**src/hdl/pfm_pkg.sv**
```systemverilog
// Constants shared by the port 2/3/4 pin function multiplexer.
// Assumes a Wishbone slave with 32-bit data and word-aligned registers.
package pfm_pkg;
  // Register indices; the byte address is four times the index.
  localparam logic [5:0] IDX_P2_DATA = 6'h06;
  localparam logic [5:0] IDX_P2_DIR = 6'h08;
  localparam logic [5:0] IDX_P2_FUNC = 6'h09;
  localparam logic [5:0] IDX_P3_DATA = 6'h0C;
  localparam logic [5:0] IDX_P3_FUNC2 = 6'h0D;
  localparam logic [5:0] IDX_P3_DIR = 6'h0E;
  localparam logic [5:0] IDX_P3_FUNC = 6'h0F;
  localparam logic [5:0] IDX_P4_DATA = 6'h10;
  localparam logic [5:0] IDX_P4_FUNC2 = 6'h11;
  localparam logic [5:0] IDX_P4_DIR = 6'h12;
  localparam logic [5:0] IDX_P4_FUNC = 6'h13;
  localparam logic [5:0] IDX_ODE = 6'h20;
  // Reset values.
  localparam logic [7:0] P2_LAT_RST = 8'hFF;
  localparam logic [3:0] P3_LAT_RST = 4'hF;
  localparam logic [4:0] P4_LAT_RST = 5'h1F;
  localparam logic [7:0] P2_CTL_RST = 8'h00;
  localparam logic [3:0] P3_CTL_RST = 4'h0;
  localparam logic [4:0] P4_CTL_RST = 5'h00;
  // Implemented second-function bits of port 4 (pins 0, 1 and 3).
  localparam logic [4:0] P4_FUNC2_MASK = 5'h0B;
  // Open-drain enable bit positions.
  localparam int ODE_P30 = 0;
  localparam int ODE_P31 = 1;
  localparam int ODE_P41 = 2;
  // Selection codes {second function, function, direction}.
  localparam logic [2:0] CODE_IN = 3'h0;
  localparam logic [2:0] CODE_OUT = 3'h1;
  localparam logic [2:0] CODE_F_IN = 3'h2;
  localparam logic [2:0] CODE_F_OUT = 3'h3;
  localparam logic [2:0] CODE_F2_IN = 3'h4;
  localparam logic [2:0] CODE_F2_OUT = 3'h5;
  localparam logic [2:0] CODE_F12_OUT = 3'h7;
endpackage : pfm_pkg

```
**src/hdl/pfm_port_mux.sv**
```systemverilog
// Pin function multiplexer for port 2 (8 bits), port 3 and port 4.
// Assumes pin inputs are synchronous to clk_i and a Wishbone master.
// Summary of operation
// Port2 reset: latch ones, control zero, inputs.
// Port2 plain mode: direction picks input or latch.
// Port2 function: address low or high byte.
// Software writes direction before function for high.
// Software avoids read-modify-write on control registers.
// Data register reads return pin levels.
// Port3 reset: latch ones, controls zero, inputs.
// Port3 alternates only via function bits.
// Port3 input functions: wait, capture, interrupts.
// Port3 outputs timer outputs on pins 3, 2.
// Port3 pins 1, 0 carry serial bus.
// Port3 pins 0, 1 open-drain per enable.
// Software clears pin2 direction, sets wait mode.
// Port4 reset: inputs, pull-ups on, latch ones.
// Port4 reset clears all control registers.
// Port4 offers chip selects, serial, ALE, clock.
// Port4 pin 1 open-drain per enable.
// Port4 input latch bit controls pull-up.
// Software sets function before direction for selects.
// Reserved codes disable driver and routing; the receive line still sees port4 pin 2.
// Port3 upper bits read zero, ignore writes.
`timescale 1ns/10ps
`default_nettype none
module pfm_port_mux (
  input wire logic clk_i,
  input wire logic rst_i,
  input wire logic wb_cyc_i,
  input wire logic wb_stb_i,
  input wire logic wb_we_i,
  input wire logic [7:0] wb_adr_i,
  input wire logic [3:0] wb_sel_i,
  input wire logic [31:0] wb_dat_i,
  output logic [31:0] wb_dat_o,
  output logic wb_ack_o,
  input wire logic [7:0] port2_in_i,
  output logic [7:0] port2_out_o,
  output logic [7:0] port2_oe_o,
  input wire logic [3:0] port3_in_i,
  output logic [3:0] port3_out_o,
  output logic [3:0] port3_oe_o,
  input wire logic [4:0] port4_in_i,
  output logic [4:0] port4_out_o,
  output logic [4:0] port4_oe_o,
  output logic [4:0] port4_pullup_o,
  input wire logic [23:0] address_i,
  input wire logic timer_output_zero_i,
  input wire logic timer_output_one_i,
  input wire logic serial_bus_clock_drive_i,
  input wire logic serial_bus_data_drive_i,
  input wire logic [3:0] chip_select_i,
  input wire logic address_latch_enable_i,
  input wire logic serial_channel_transmit_i,
  input wire logic serial_channel_clock_drive_i,
  input wire logic system_clock_output_i,
  output logic bus_wait_o,
  output logic external_interrupt_three_o,
  output logic external_interrupt_four_o,
  output logic timer_capture_input_zero_o,
  output logic timer_capture_input_one_o,
  output logic serial_bus_clock_line_o,
  output logic serial_bus_data_line_o,
  output logic serial_channel_receive_o,
  output logic serial_channel_clock_or_cts_o
);

  typedef struct packed {
    logic [7:0] p2_lat;
    logic [7:0] p2_dir;
    logic [7:0] p2_fc;
    logic [3:0] p3_lat;
    logic [3:0] p3_dir;
    logic [3:0] p3_fc;
    logic [1:0] p3_fc2;
    logic [4:0] p4_lat;
    logic [4:0] p4_dir;
    logic [4:0] p4_fc;
    logic [4:0] p4_fc2;
    logic [2:0] ode;
    logic ack;
    logic [31:0] dat;
    logic [7:0] p2_out;
    logic [7:0] p2_oe;
    logic [3:0] p3_out;
    logic [3:0] p3_oe;
    logic [4:0] p4_out;
    logic [4:0] p4_oe;
    logic [4:0] p4_pu;
    logic bus_wait;
    logic external_interrupt_three;
    logic external_interrupt_four;
    logic cap0;
    logic cap1;
    logic scl_in;
    logic sda_in;
    logic rxd;
    logic sclk_cts;
  } pfm_state_s;

  pfm_state_s st_reg;
  pfm_state_s st_next;

  function automatic logic [2:0] pfm_code(input logic f2, input logic f, input logic c);
    pfm_code = {f2, f, c};
  endfunction : pfm_code

  // An open-drain pin only ever pulls low; a high value releases it.
  function automatic logic pfm_drive(input logic en, input logic od, input logic val);
    pfm_drive = en & ~(od & val);
  endfunction : pfm_drive

  always_comb begin
    logic req;
    logic wr;
    logic [5:0] idx;
    logic [2:0] code;
    logic [2:0] code0;
    logic [2:0] code1;
    logic [2:0] code2;
    logic [2:0] code3;
    req = wb_cyc_i & wb_stb_i & ~st_reg.ack;
    wr = req & wb_we_i & wb_sel_i[0];
    idx = wb_adr_i[7:2];
    code = 3'h0;
    st_next = st_reg;
    st_next.ack = req;
    if (req && !wb_we_i) begin
      st_next.dat = 32'h0000_0000;
      case (idx)
        pfm_pkg::IDX_P2_DATA: st_next.dat[7:0] = port2_in_i;
        pfm_pkg::IDX_P3_DATA: st_next.dat[3:0] = port3_in_i;
        pfm_pkg::IDX_P4_DATA: st_next.dat[4:0] = port4_in_i;
        pfm_pkg::IDX_ODE: st_next.dat[2:0] = st_reg.ode;
        default: st_next.dat = 32'h0000_0000;
      endcase
    end
    if (wr) begin
      case (idx)
        pfm_pkg::IDX_P2_DATA: st_next.p2_lat = wb_dat_i[7:0];
        pfm_pkg::IDX_P2_DIR: st_next.p2_dir = wb_dat_i[7:0];
        pfm_pkg::IDX_P2_FUNC: st_next.p2_fc = wb_dat_i[7:0];
        pfm_pkg::IDX_P3_DATA: st_next.p3_lat = wb_dat_i[3:0];
        pfm_pkg::IDX_P3_DIR: st_next.p3_dir = wb_dat_i[3:0];
        pfm_pkg::IDX_P3_FUNC: st_next.p3_fc = wb_dat_i[3:0];
        pfm_pkg::IDX_P3_FUNC2: st_next.p3_fc2 = wb_dat_i[1:0];
        pfm_pkg::IDX_P4_DATA: st_next.p4_lat = wb_dat_i[4:0];
        pfm_pkg::IDX_P4_DIR: st_next.p4_dir = wb_dat_i[4:0];
        pfm_pkg::IDX_P4_FUNC: st_next.p4_fc = wb_dat_i[4:0];
        pfm_pkg::IDX_P4_FUNC2: st_next.p4_fc2 = wb_dat_i[4:0] & pfm_pkg::P4_FUNC2_MASK;
        pfm_pkg::IDX_ODE: st_next.ode = wb_dat_i[2:0];
        default: st_next.ack = req;
      endcase
    end
    // Pin drivers follow the current settings; they lag a write by one cycle.
    for (int n = 0; n < 8; n++) begin
      if (st_reg.p2_fc[n]) begin
        st_next.p2_oe[n] = 1'b1;
        st_next.p2_out[n] = st_reg.p2_dir[n] ? address_i[16 + n] : address_i[n];
      end else begin
        st_next.p2_oe[n] = st_reg.p2_dir[n];
        st_next.p2_out[n] = st_reg.p2_lat[n];
      end
    end
    for (int n = 0; n < 4; n++) begin
      code = pfm_code((n < 2) ? st_reg.p3_fc2[n % 2] : 1'b0, st_reg.p3_fc[n], st_reg.p3_dir[n]);
      st_next.p3_out[n] = st_reg.p3_lat[n];
      st_next.p3_oe[n] = 1'b0;
      case (code)
        pfm_pkg::CODE_OUT: st_next.p3_oe[n] = 1'b1;
        pfm_pkg::CODE_F_OUT: begin
          if (n == 3) begin
            st_next.p3_out[n] = timer_output_one_i;
            st_next.p3_oe[n] = 1'b1;
          end else if (n == 2) begin
            st_next.p3_out[n] = timer_output_zero_i;
            st_next.p3_oe[n] = 1'b1;
          end
        end
        pfm_pkg::CODE_F2_OUT: begin
          if (n == 1) begin
            st_next.p3_out[n] = serial_bus_clock_drive_i;
            st_next.p3_oe[n] = 1'b1;
          end else if (n == 0) begin
            st_next.p3_out[n] = serial_bus_data_drive_i;
            st_next.p3_oe[n] = 1'b1;
          end
        end
        default: st_next.p3_oe[n] = 1'b0;
      endcase
    end
    st_next.p3_oe[0] = pfm_drive(st_next.p3_oe[0], st_reg.ode[pfm_pkg::ODE_P30],
                                 st_next.p3_out[0]);
    st_next.p3_oe[1] = pfm_drive(st_next.p3_oe[1], st_reg.ode[pfm_pkg::ODE_P31],
                                 st_next.p3_out[1]);
    code0 = pfm_code(st_reg.p3_fc2[0], st_reg.p3_fc[0], st_reg.p3_dir[0]);
    code1 = pfm_code(st_reg.p3_fc2[1], st_reg.p3_fc[1], st_reg.p3_dir[1]);
    code2 = pfm_code(1'b0, st_reg.p3_fc[2], st_reg.p3_dir[2]);
    // Deselected inputs rest at their idle level so peripherals see no event.
    st_next.bus_wait = (code2 == pfm_pkg::CODE_F_IN) ? port3_in_i[2] : 1'b1;
    st_next.cap1 = (code1 == pfm_pkg::CODE_F_IN) & port3_in_i[1];
    st_next.external_interrupt_four = (code1 == pfm_pkg::CODE_F_IN) & port3_in_i[1];
    st_next.cap0 = (code0 == pfm_pkg::CODE_F_IN) & port3_in_i[0];
    st_next.external_interrupt_three = (code0 == pfm_pkg::CODE_F_IN) & port3_in_i[0];
    st_next.scl_in = (code1 == pfm_pkg::CODE_F2_OUT) ? port3_in_i[1] : 1'b1;
    st_next.sda_in = (code0 == pfm_pkg::CODE_F2_OUT) ? port3_in_i[0] : 1'b1;
    for (int n = 0; n < 5; n++) begin
      code = pfm_code(st_reg.p4_fc2[n], st_reg.p4_fc[n], st_reg.p4_dir[n]);
      st_next.p4_out[n] = st_reg.p4_lat[n];
      st_next.p4_oe[n] = 1'b0;
      case (code)
        pfm_pkg::CODE_OUT: st_next.p4_oe[n] = 1'b1;
        pfm_pkg::CODE_F_OUT: begin
          st_next.p4_oe[n] = 1'b1;
          st_next.p4_out[n] = (n == 4) ? address_latch_enable_i : chip_select_i[n % 4];
        end
        pfm_pkg::CODE_F2_OUT: begin
          st_next.p4_oe[n] = 1'b1;
          if (n == 0) begin
            st_next.p4_out[n] = system_clock_output_i;
          end else if (n == 1) begin
            st_next.p4_out[n] = serial_channel_transmit_i;
          end else if (n == 3) begin
            st_next.p4_out[n] = serial_channel_clock_drive_i;
          end
        end
        pfm_pkg::CODE_F12_OUT: begin
          if (n == 4) begin
            st_next.p4_oe[n] = 1'b1;
            st_next.p4_out[n] = address_latch_enable_i;
          end else if (n == 2) begin
            st_next.p4_oe[n] = 1'b1;
            st_next.p4_out[n] = chip_select_i[2];
          end
        end
        default: st_next.p4_oe[n] = 1'b0;
      endcase
      st_next.p4_pu[n] = ~st_reg.p4_dir[n] & st_reg.p4_lat[n];
    end
    st_next.p4_oe[1] = pfm_drive(st_next.p4_oe[1], st_reg.ode[pfm_pkg::ODE_P41],
                                 st_next.p4_out[1]);
    code3 = pfm_code(st_reg.p4_fc2[3], st_reg.p4_fc[3], st_reg.p4_dir[3]);
    // The receive line has no selector of its own: it always sees pin 2.
    st_next.rxd = port4_in_i[2];
    st_next.sclk_cts = (code3 == pfm_pkg::CODE_IN) ? port4_in_i[3] : 1'b1;
    if (rst_i) begin
      st_next = '0;
      st_next.p2_lat = pfm_pkg::P2_LAT_RST;
      st_next.p2_dir = pfm_pkg::P2_CTL_RST;
      st_next.p2_fc = pfm_pkg::P2_CTL_RST;
      st_next.p3_lat = pfm_pkg::P3_LAT_RST;
      st_next.p3_dir = pfm_pkg::P3_CTL_RST;
      st_next.p4_lat = pfm_pkg::P4_LAT_RST;
      st_next.p4_dir = pfm_pkg::P4_CTL_RST;
      st_next.p4_fc = pfm_pkg::P4_CTL_RST;
      st_next.p4_pu = pfm_pkg::P4_LAT_RST;
      st_next.bus_wait = 1'b1;
      st_next.scl_in = 1'b1;
      st_next.sda_in = 1'b1;
      st_next.rxd = 1'b1;
      st_next.sclk_cts = 1'b1;
    end
  end

  always_ff @(posedge clk_i) begin
    st_reg <= st_next;
  end

  assign wb_ack_o = st_reg.ack;
  assign wb_dat_o = st_reg.dat;
  assign port2_out_o = st_reg.p2_out;
  assign port2_oe_o = st_reg.p2_oe;
  assign port3_out_o = st_reg.p3_out;
  assign port3_oe_o = st_reg.p3_oe;
  assign port4_out_o = st_reg.p4_out;
  assign port4_oe_o = st_reg.p4_oe;
  assign port4_pullup_o = st_reg.p4_pu;
  assign bus_wait_o = st_reg.bus_wait;
  assign external_interrupt_three_o = st_reg.external_interrupt_three;
  assign external_interrupt_four_o = st_reg.external_interrupt_four;
  assign timer_capture_input_zero_o = st_reg.cap0;
  assign timer_capture_input_one_o = st_reg.cap1;
  assign serial_bus_clock_line_o = st_reg.scl_in;
  assign serial_bus_data_line_o = st_reg.sda_in;
  assign serial_channel_receive_o = st_reg.rxd;
  assign serial_channel_clock_or_cts_o = st_reg.sclk_cts;
endmodule : pfm_port_mux
`default_nettype wire

```
**config.mk**
```make
export PLATFORM = sky130hd
export DESIGN_NAME = pfm_port_mux
export DESIGN_NICKNAME = d
export VERILOG_FILES = /design/src/hdl/pfm_pkg.sv /design/src/hdl/pfm_port_mux.sv
export SDC_FILE = /design/constraint.sdc
export NUM_CORES = 1
export LEC_CHECK = 0
export BUFFER_PORTS_ARGS = -buffer_cell sky130_fd_sc_hd__clkbuf_2
export CORE_ASPECT_RATIO = 2
export CORE_UTILIZATION = 30
export CTS_CLUSTER_DIAMETER = 200
export DETAILED_ROUTE_END_ITERATION = 8
export GPL_ROUTABILITY_DRIVEN = 0
export SETUP_SLACK_MARGIN = 0.15
export SYNTH_ARGS = -nofsm -noshare
export SYNTH_HDL_FRONTEND = slang
export SYNTH_SLANG_ARGS = --single-unit
```
**constraint.sdc**
```tcl
create_clock -name clk_i -period 2.56 [get_ports clk_i]
set_input_delay 0.384 -clock clk_i [delete_from_list [all_inputs] [get_ports clk_i]]
set_output_delay 0.384 -clock clk_i [all_outputs]
set_load 0.02 [all_outputs]
```
==> results.toml, run 1 <==
[outcome]
outcome = "finished, final reports clean"

[worst_setup_path]
cp_slowest_stage_delay_ns = 0.39
timing.critical_path.fanout_max = 10
timing.critical_path.to_type = "register"
crit_path_top_delay_cell = "nand3b_2"
required_ns = 2.85
path_cells = "nand3b_2 -> buf_4 -> nor4_4 -> buf_4 -> mux2i_1 -> nor2_1"
timing.setup.critical_path_class = "register to register"
timing.critical_path.mode_cell = "buf_4"
timing.critical_path.arrival_ns = 2.23
cp-start-kind = "register"
critPathLaunch = "wb_ack_o"
worstReg2RegStart = "wb_ack_o"

[min_path]
hold_path.startpoint = "port4_in_i[2]"
timing.hold.worst.class = "input port to register"

[yosys]
synth.top_cells.by_count = "dfxtp_1, nor2_1, buf_4, mux2i_1"
synth_largest_area_cell = "dfxtp_1"
netlist_instances = 521
ys_seq_area_frac = 0.451
syn_area_per_cell_um2 = 9.71
post-synth-top-count-cell = "dfxtp_1"
netlist_top_cells_area = "dfxtp_1, buf_4, mux2i_1"
fraction_of_synthesized_cell_area_taken_by_the_top_area_cell_type = 0.451
synth_warnings = 0
yosys_most_used_dff = "dfxtp_1"
number_of_distinct_standard_cells_referenced_by_the_synthesized_netlist = 47
synth_edf_count = 0
ys_async_sr_fraction = 0
synth.cell_area_mm2 = 0.00506
synth-seq-cells = 114

[cts]
cts_root_buffer = "clkbuf_16"
hold_buffers_post_cts = 0
clock_path_buffers = 2
post_cts.resized_instances = 0
tritoncts = "done"
post_cts_buffers = 0
cts-htree-levels = 4
cts_buffers = 17
clk-insertion-delay-late_ns = 0.41
cts.reportedPaths.clkPinSlew_ns = 0.06
cts_num_sinks = 114

[placement]
dp.cells = 786
place_ws_ns = 0.350
dp_hpwl_um = 8760
numPortBuffers = 121

[finish]
final_core_util = 0.370
final_layout_size_suffix_gt1_frac = 0.301
flow.area_growth_from_synthesis_pct = 19.6
final_cell_count_no_fill = 818
antenna_cells = 0
layout_net_count = 703
number_of_flip_flops_in_the_largest_register = 59

[power_and_ir_drop]
vdd.ir_drop.worst_v = 0.000401
total_leakage_power_nw = 2.47
power_density_mw_per_mm2 = 726

[global_route]
maximum_number_of_pins_on_one_net_before_global_route_repair = 55
grt_antenna_before_repair = 0
global_route_wire_length_before_repair_um = 18700
globalRouteOverflowTotal = 0
first_global_vias = 3693
grt_util_all_layers = 0.143

[timing]
setup_ws_ns = 0.628
final_critical_period_ns = 1.93
final.period_utilization = 0.755
report.final.hold_viol_count = 0
clock-skew-final_ns = 0.00685
slew_headroom = 0.615
tightestPinTransition_ns = 0.573
grt_setup_unrepaired = "false"
final-max-slew-violation-count = 0
setup_viol = 0
fmax_mhz = 517
fin_setup_tns_ns = 0

[drt]
post_drt_via_cell_ratio = 4.56
route.antenna.remaining_nets = 0
dr.pass1.iters = 4
drt-initial-drc-count = 134
route.final.wire_length_um = 11900
detail_route.drc_violations = 0
number_of_vias_after_detailed_routing = 3729
avgRoutedWirePerCell_um = 14.5

[die]
total_die_area_mm2 = 0.0174
num_io_pins = 183
initial_core_util = 0.309
chipWidth_um = 93.8
placementRows = 66
die_height_um = 186
design.core.area_mm2 = 0.0164

[flow_run]
maxCapViolations = 0
critical path: cells and delay by family (launching register included):
kind          cells  cell delay (ns)
buf+inv           2             0.55
mux               1             0.24
flops             1             0.31
simple gates      3             0.71
where the power goes:
part | total [W] | internal [W] | leakage, nW | switching, W
Clock | 0.00234 | 0.00148 | 0.274 | 0.000862
Sequential | 0.00180 | 0.00179 | 0.926 | 0.00000654
Combinational | 0.000247 | 0.0000762 | 1.26 | 0.000171
Total | 0.00439 | 0.00335 | 2.47 | 0.00104
layer usage:
metal | vias up | wire length (um) | GRT usage
li1 | 1862 | - | -
met1 | 1731 | 4640 | 0.150
met2 | 117 | 6390 | 0.260
met3 | 19 | 551 | 0.0319
met4 | 0 | 278 | 0.0751
met5 | - | 0 | 0
stage by stage:
step | cell area, um^2 | power [W] | hold WS [ns]
2_1_floorplan | 5140 | 0.00203 | 0.425
3_3_place_gp | 5460 | 0.00208 | 0.442
3_5_place_dp | 5460 | 0.00209 | 0.453
4_1_cts | 6050 | 0.00446 | 0.158
5_1_grt | 6050 | 0.00455 | 0.168
6_report | 6050 | 0.00439 | 0.177
cells by family (layout without fill, tap and decap cells):
logic type      after synthesis  count (layout)  synth area share
compound gates               65              65            0.0994
other cells                   1              24          0.000741
flops                       114             114             0.451
buf+inv                     106             176             0.135
mux                          54              54             0.107
simple gates                181             181             0.207
cell type report:
class                      instances  area, um^2
inverter                          11        41.3
timing repair buffer             133         698
tap                              204         255
clock buffer                      20         457
clock inverter                    12         134
fill                            1651       10300
sequential                       114        2280
multi-input combinational        324        2180
path summary, 6_finish.rpt:
path | end | slack (ns) | cells after the start
worst max-delay path | st_reg[125] | 0.63 | 6
worst min-delay path | serial_channel_receive_o | 0.18 | 2
worst max register to register | st_reg[125] | 0.63 | 6
worst min register to register | wb_dat_o[6] | 0.46 | 2
cell usage in the layout, fill, tap and decap left out, drive strengths merged, types with 10 or more instances in the layout:
cell,netlist,layout
inv,11,11
mux2i,52,52
and2,10,10
conb,1,24
nor2b,12,12
buf,79,13
a21oi,12,12
a211o,17,17
nand3,17,17
a211oi,12,12
nand2,17,17
nor4,10,10
clkbuf,16,140
dfxtp,114,114
nor2,87,87
Note: power is estimated with default switching activity, not from simulation.
==> run 2: changes to the inputs <==
- clock period: 2.56 -> 1.6 ns (I/O delays scaled with it)
==> run 2 against run 1 <==
Net effect:
- clock skew grew 0.0015 ns
- largest power group unchanged
- sequential share of layout area decreased by 2.7 points
- routed wire length rose by 7.4%
- critical path depth decreased by 1
- cell area up 7.9%
- largest cell class is now multi-input gates
- highest routed layer unchanged
==> results.toml, run 2 (synthesis gave the netlist of run 1 again) <==
[global_route]
first_global_vias = 3970
globalRouteOverflowTotal = 0
gr-usage-met1 = 0.146
grt_most_used_layer = "met2"
global_route_wire_length_before_repair_um = 19800
maximum_number_of_pins_on_one_net_before_global_route_repair = 39
use_met3 = 0.0327
grt_util_all_layers = 0.153
groute.layer.met2.usage = 0.289
grt_antenna_before_repair = 0

[power_and_ir_drop]
switching_power_w = 0.00173
power.share.sequential = 0.414
comb_power_share = 0.069
cell_internal_pwr_w = 0.00524
fin_total_pwr_w = 0.00697
power.share.switching = 0.248
relative_contribution_of_the_clock_network_to_total_power = 0.517
power_density_mw_per_mm2 = 1070
total_leakage_power_nw = 2.74
vdd.ir_drop.worst_v = 0.000646

[die]
placementRows = 66
design.core.area_mm2 = 0.0164
num_io_pins = 183
total_die_area_mm2 = 0.0174
initial_core_util = 0.309
chipWidth_um = 93.8
die_height_um = 186

[placement]
placed_inst_area_mm2 = 0.00573
dp.cells = 807
numPortBuffers = 121
dp_hpwl_um = 9420

[cts]
cts_buffers = 17
cts-htree-levels = 4
hold_buffers_post_cts = 0
clock_path_buffers = 2
tritoncts = "done"
cts_num_sinks = 114
clk-insertion-delay-late_ns = 0.41
cts.reportedPaths.clkPinSlew_ns = 0.06
cts_root_buffer = "clkbuf_16"

[timing]
setup_viol = 0
clock-skew-final_ns = 0.00831
grt_setup_unrepaired = "true"
report.final.hold_viol_count = 0
final-max-slew-violation-count = 0
final.period_utilization = 0.971
fmax_mhz = 643
final_critical_period_ns = 1.55

[drt]
route.final.wire_length_um = 12700
avgRoutedWirePerCell_um = 15.0
number_of_vias_after_detailed_routing = 3922
drt-initial-drc-count = 74
post_drt_via_cell_ratio = 4.61
dr.pass1.iters = 4
route.antenna.remaining_nets = 0
detail_route.drc_violations = 0

[worst_setup_path]
cp_slowest_stage_delay_ns = 0.34
timing.critical_path.fanout_max = 7
timing.critical_path.arrival_ns = 1.91
path_cells = "nand3b_4 -> buf_6 -> or2_4 -> a311oi_4 -> a22o_1"
crit_path_top_delay_cell = "dfxtp_4"
cp_top_family = "simple AND/OR/NAND/NOR gates"
timing.setup.critical_path_class = "register to register"
cp_num_buf_inv = 1
timing.critical_path.to_type = "register"
cp-start-kind = "register"
required_ns = 1.96

[finish]
post-route-cell-area_mm2 = 0.00653
final_layout_size_suffix_gt1_frac = 0.370
mostFrequentLayoutCells = "clkbuf_2, dfxtp_1, nor2_1"
layout_net_count = 735
number_of_flip_flops_in_the_largest_register = 59
layout.cells.most_common = "clkbuf_2"
flow.area_growth_from_synthesis_pct = 29.0
antenna_cells = 0
final_core_util = 0.399
final_cell_count_no_fill = 850
n_fill_cell = 1600

[min_path]
timing.hold.worst.class = "input port to register"

[flow_run]
maxCapViolations = 0

[outcome]
outcome = "finished, final reports clean"
## run 2: worst paths after layout
kind / start / endpoint / slack [ns] / depth (start not counted)
hold / removal: port4_in_i[2] / serial_channel_receive_o / 0.03 / 2
setup / recovery: wb_ack_o / wb_dat_o[1] / 0.05 / 5
hold reg to reg: wb_dat_o[7] / wb_dat_o[7] / 0.46 / 2
setup reg to reg: wb_ack_o / wb_dat_o[1] / 0.05 / 5
## run 2: power by group through the flow
stage / logic (W) / clock network, W / registers [W]
final: 0.000482 / 0.00360 / 0.00288
after global routing: 0.000520 / 0.00384 / 0.00288
after CTS: 0.000471 / 0.00371 / 0.00288
after detailed placement: 0.000455 / 0 / 0.00294
after global placement: 0.000448 / 0 / 0.00294
after floorplan: 0.000324 / 0 / 0.00294
## run 2: cell type report
| cell class | count | area (um^2) | area share |
|---|---|---|---|
| Timing Repair Buffer | 165 | 1060 | 0.163 |
| Clock buffer | 18 | 439 | 0.0673 |
| Clock inverter | 14 | 129 | 0.0198 |
| Sequential cell | 114 | 2290 | 0.350 |
| Tap cell | 204 | 255 | 0.0391 |
| Multi-Input combinational cell | 324 | 2310 | 0.355 |
| Inverter | 11 | 41.3 | 0.00633 |
## run 2: per-layer routing
| metal | vias to the layer above | share of wire |
|---|---|---|
| met5 | - | 0 |
| met4 | 0 | 0.029 |
| met3 | 21 | 0.038 |
| met2 | 123 | 0.57 |
| met1 | 1855 | 0.36 |
| li1 | 1923 | - |
## run 2: per-stage QoR
stage / hold WS, ns / setup TNS [ns] / worst slack (ns)
floorplan: 0.332 / -3.23 / -0.165
global placement: 0.443 / -9.51 / -0.204
detailed placement: 0.452 / -10.76 / -0.226
CTS: 0.0120 / 0 / 0.0518
global route: 0.0298 / -0.0538 / -0.0162
finish: 0.0302 / 0 / 0.0456
## run 2: timing repair
item	4_1_cts	5_1_grt
pin swaps	12	23
gates resized for setup	12	25
buffers inserted	5	5
gates cloned	1	0
endpoints found under the setup margin	62	67
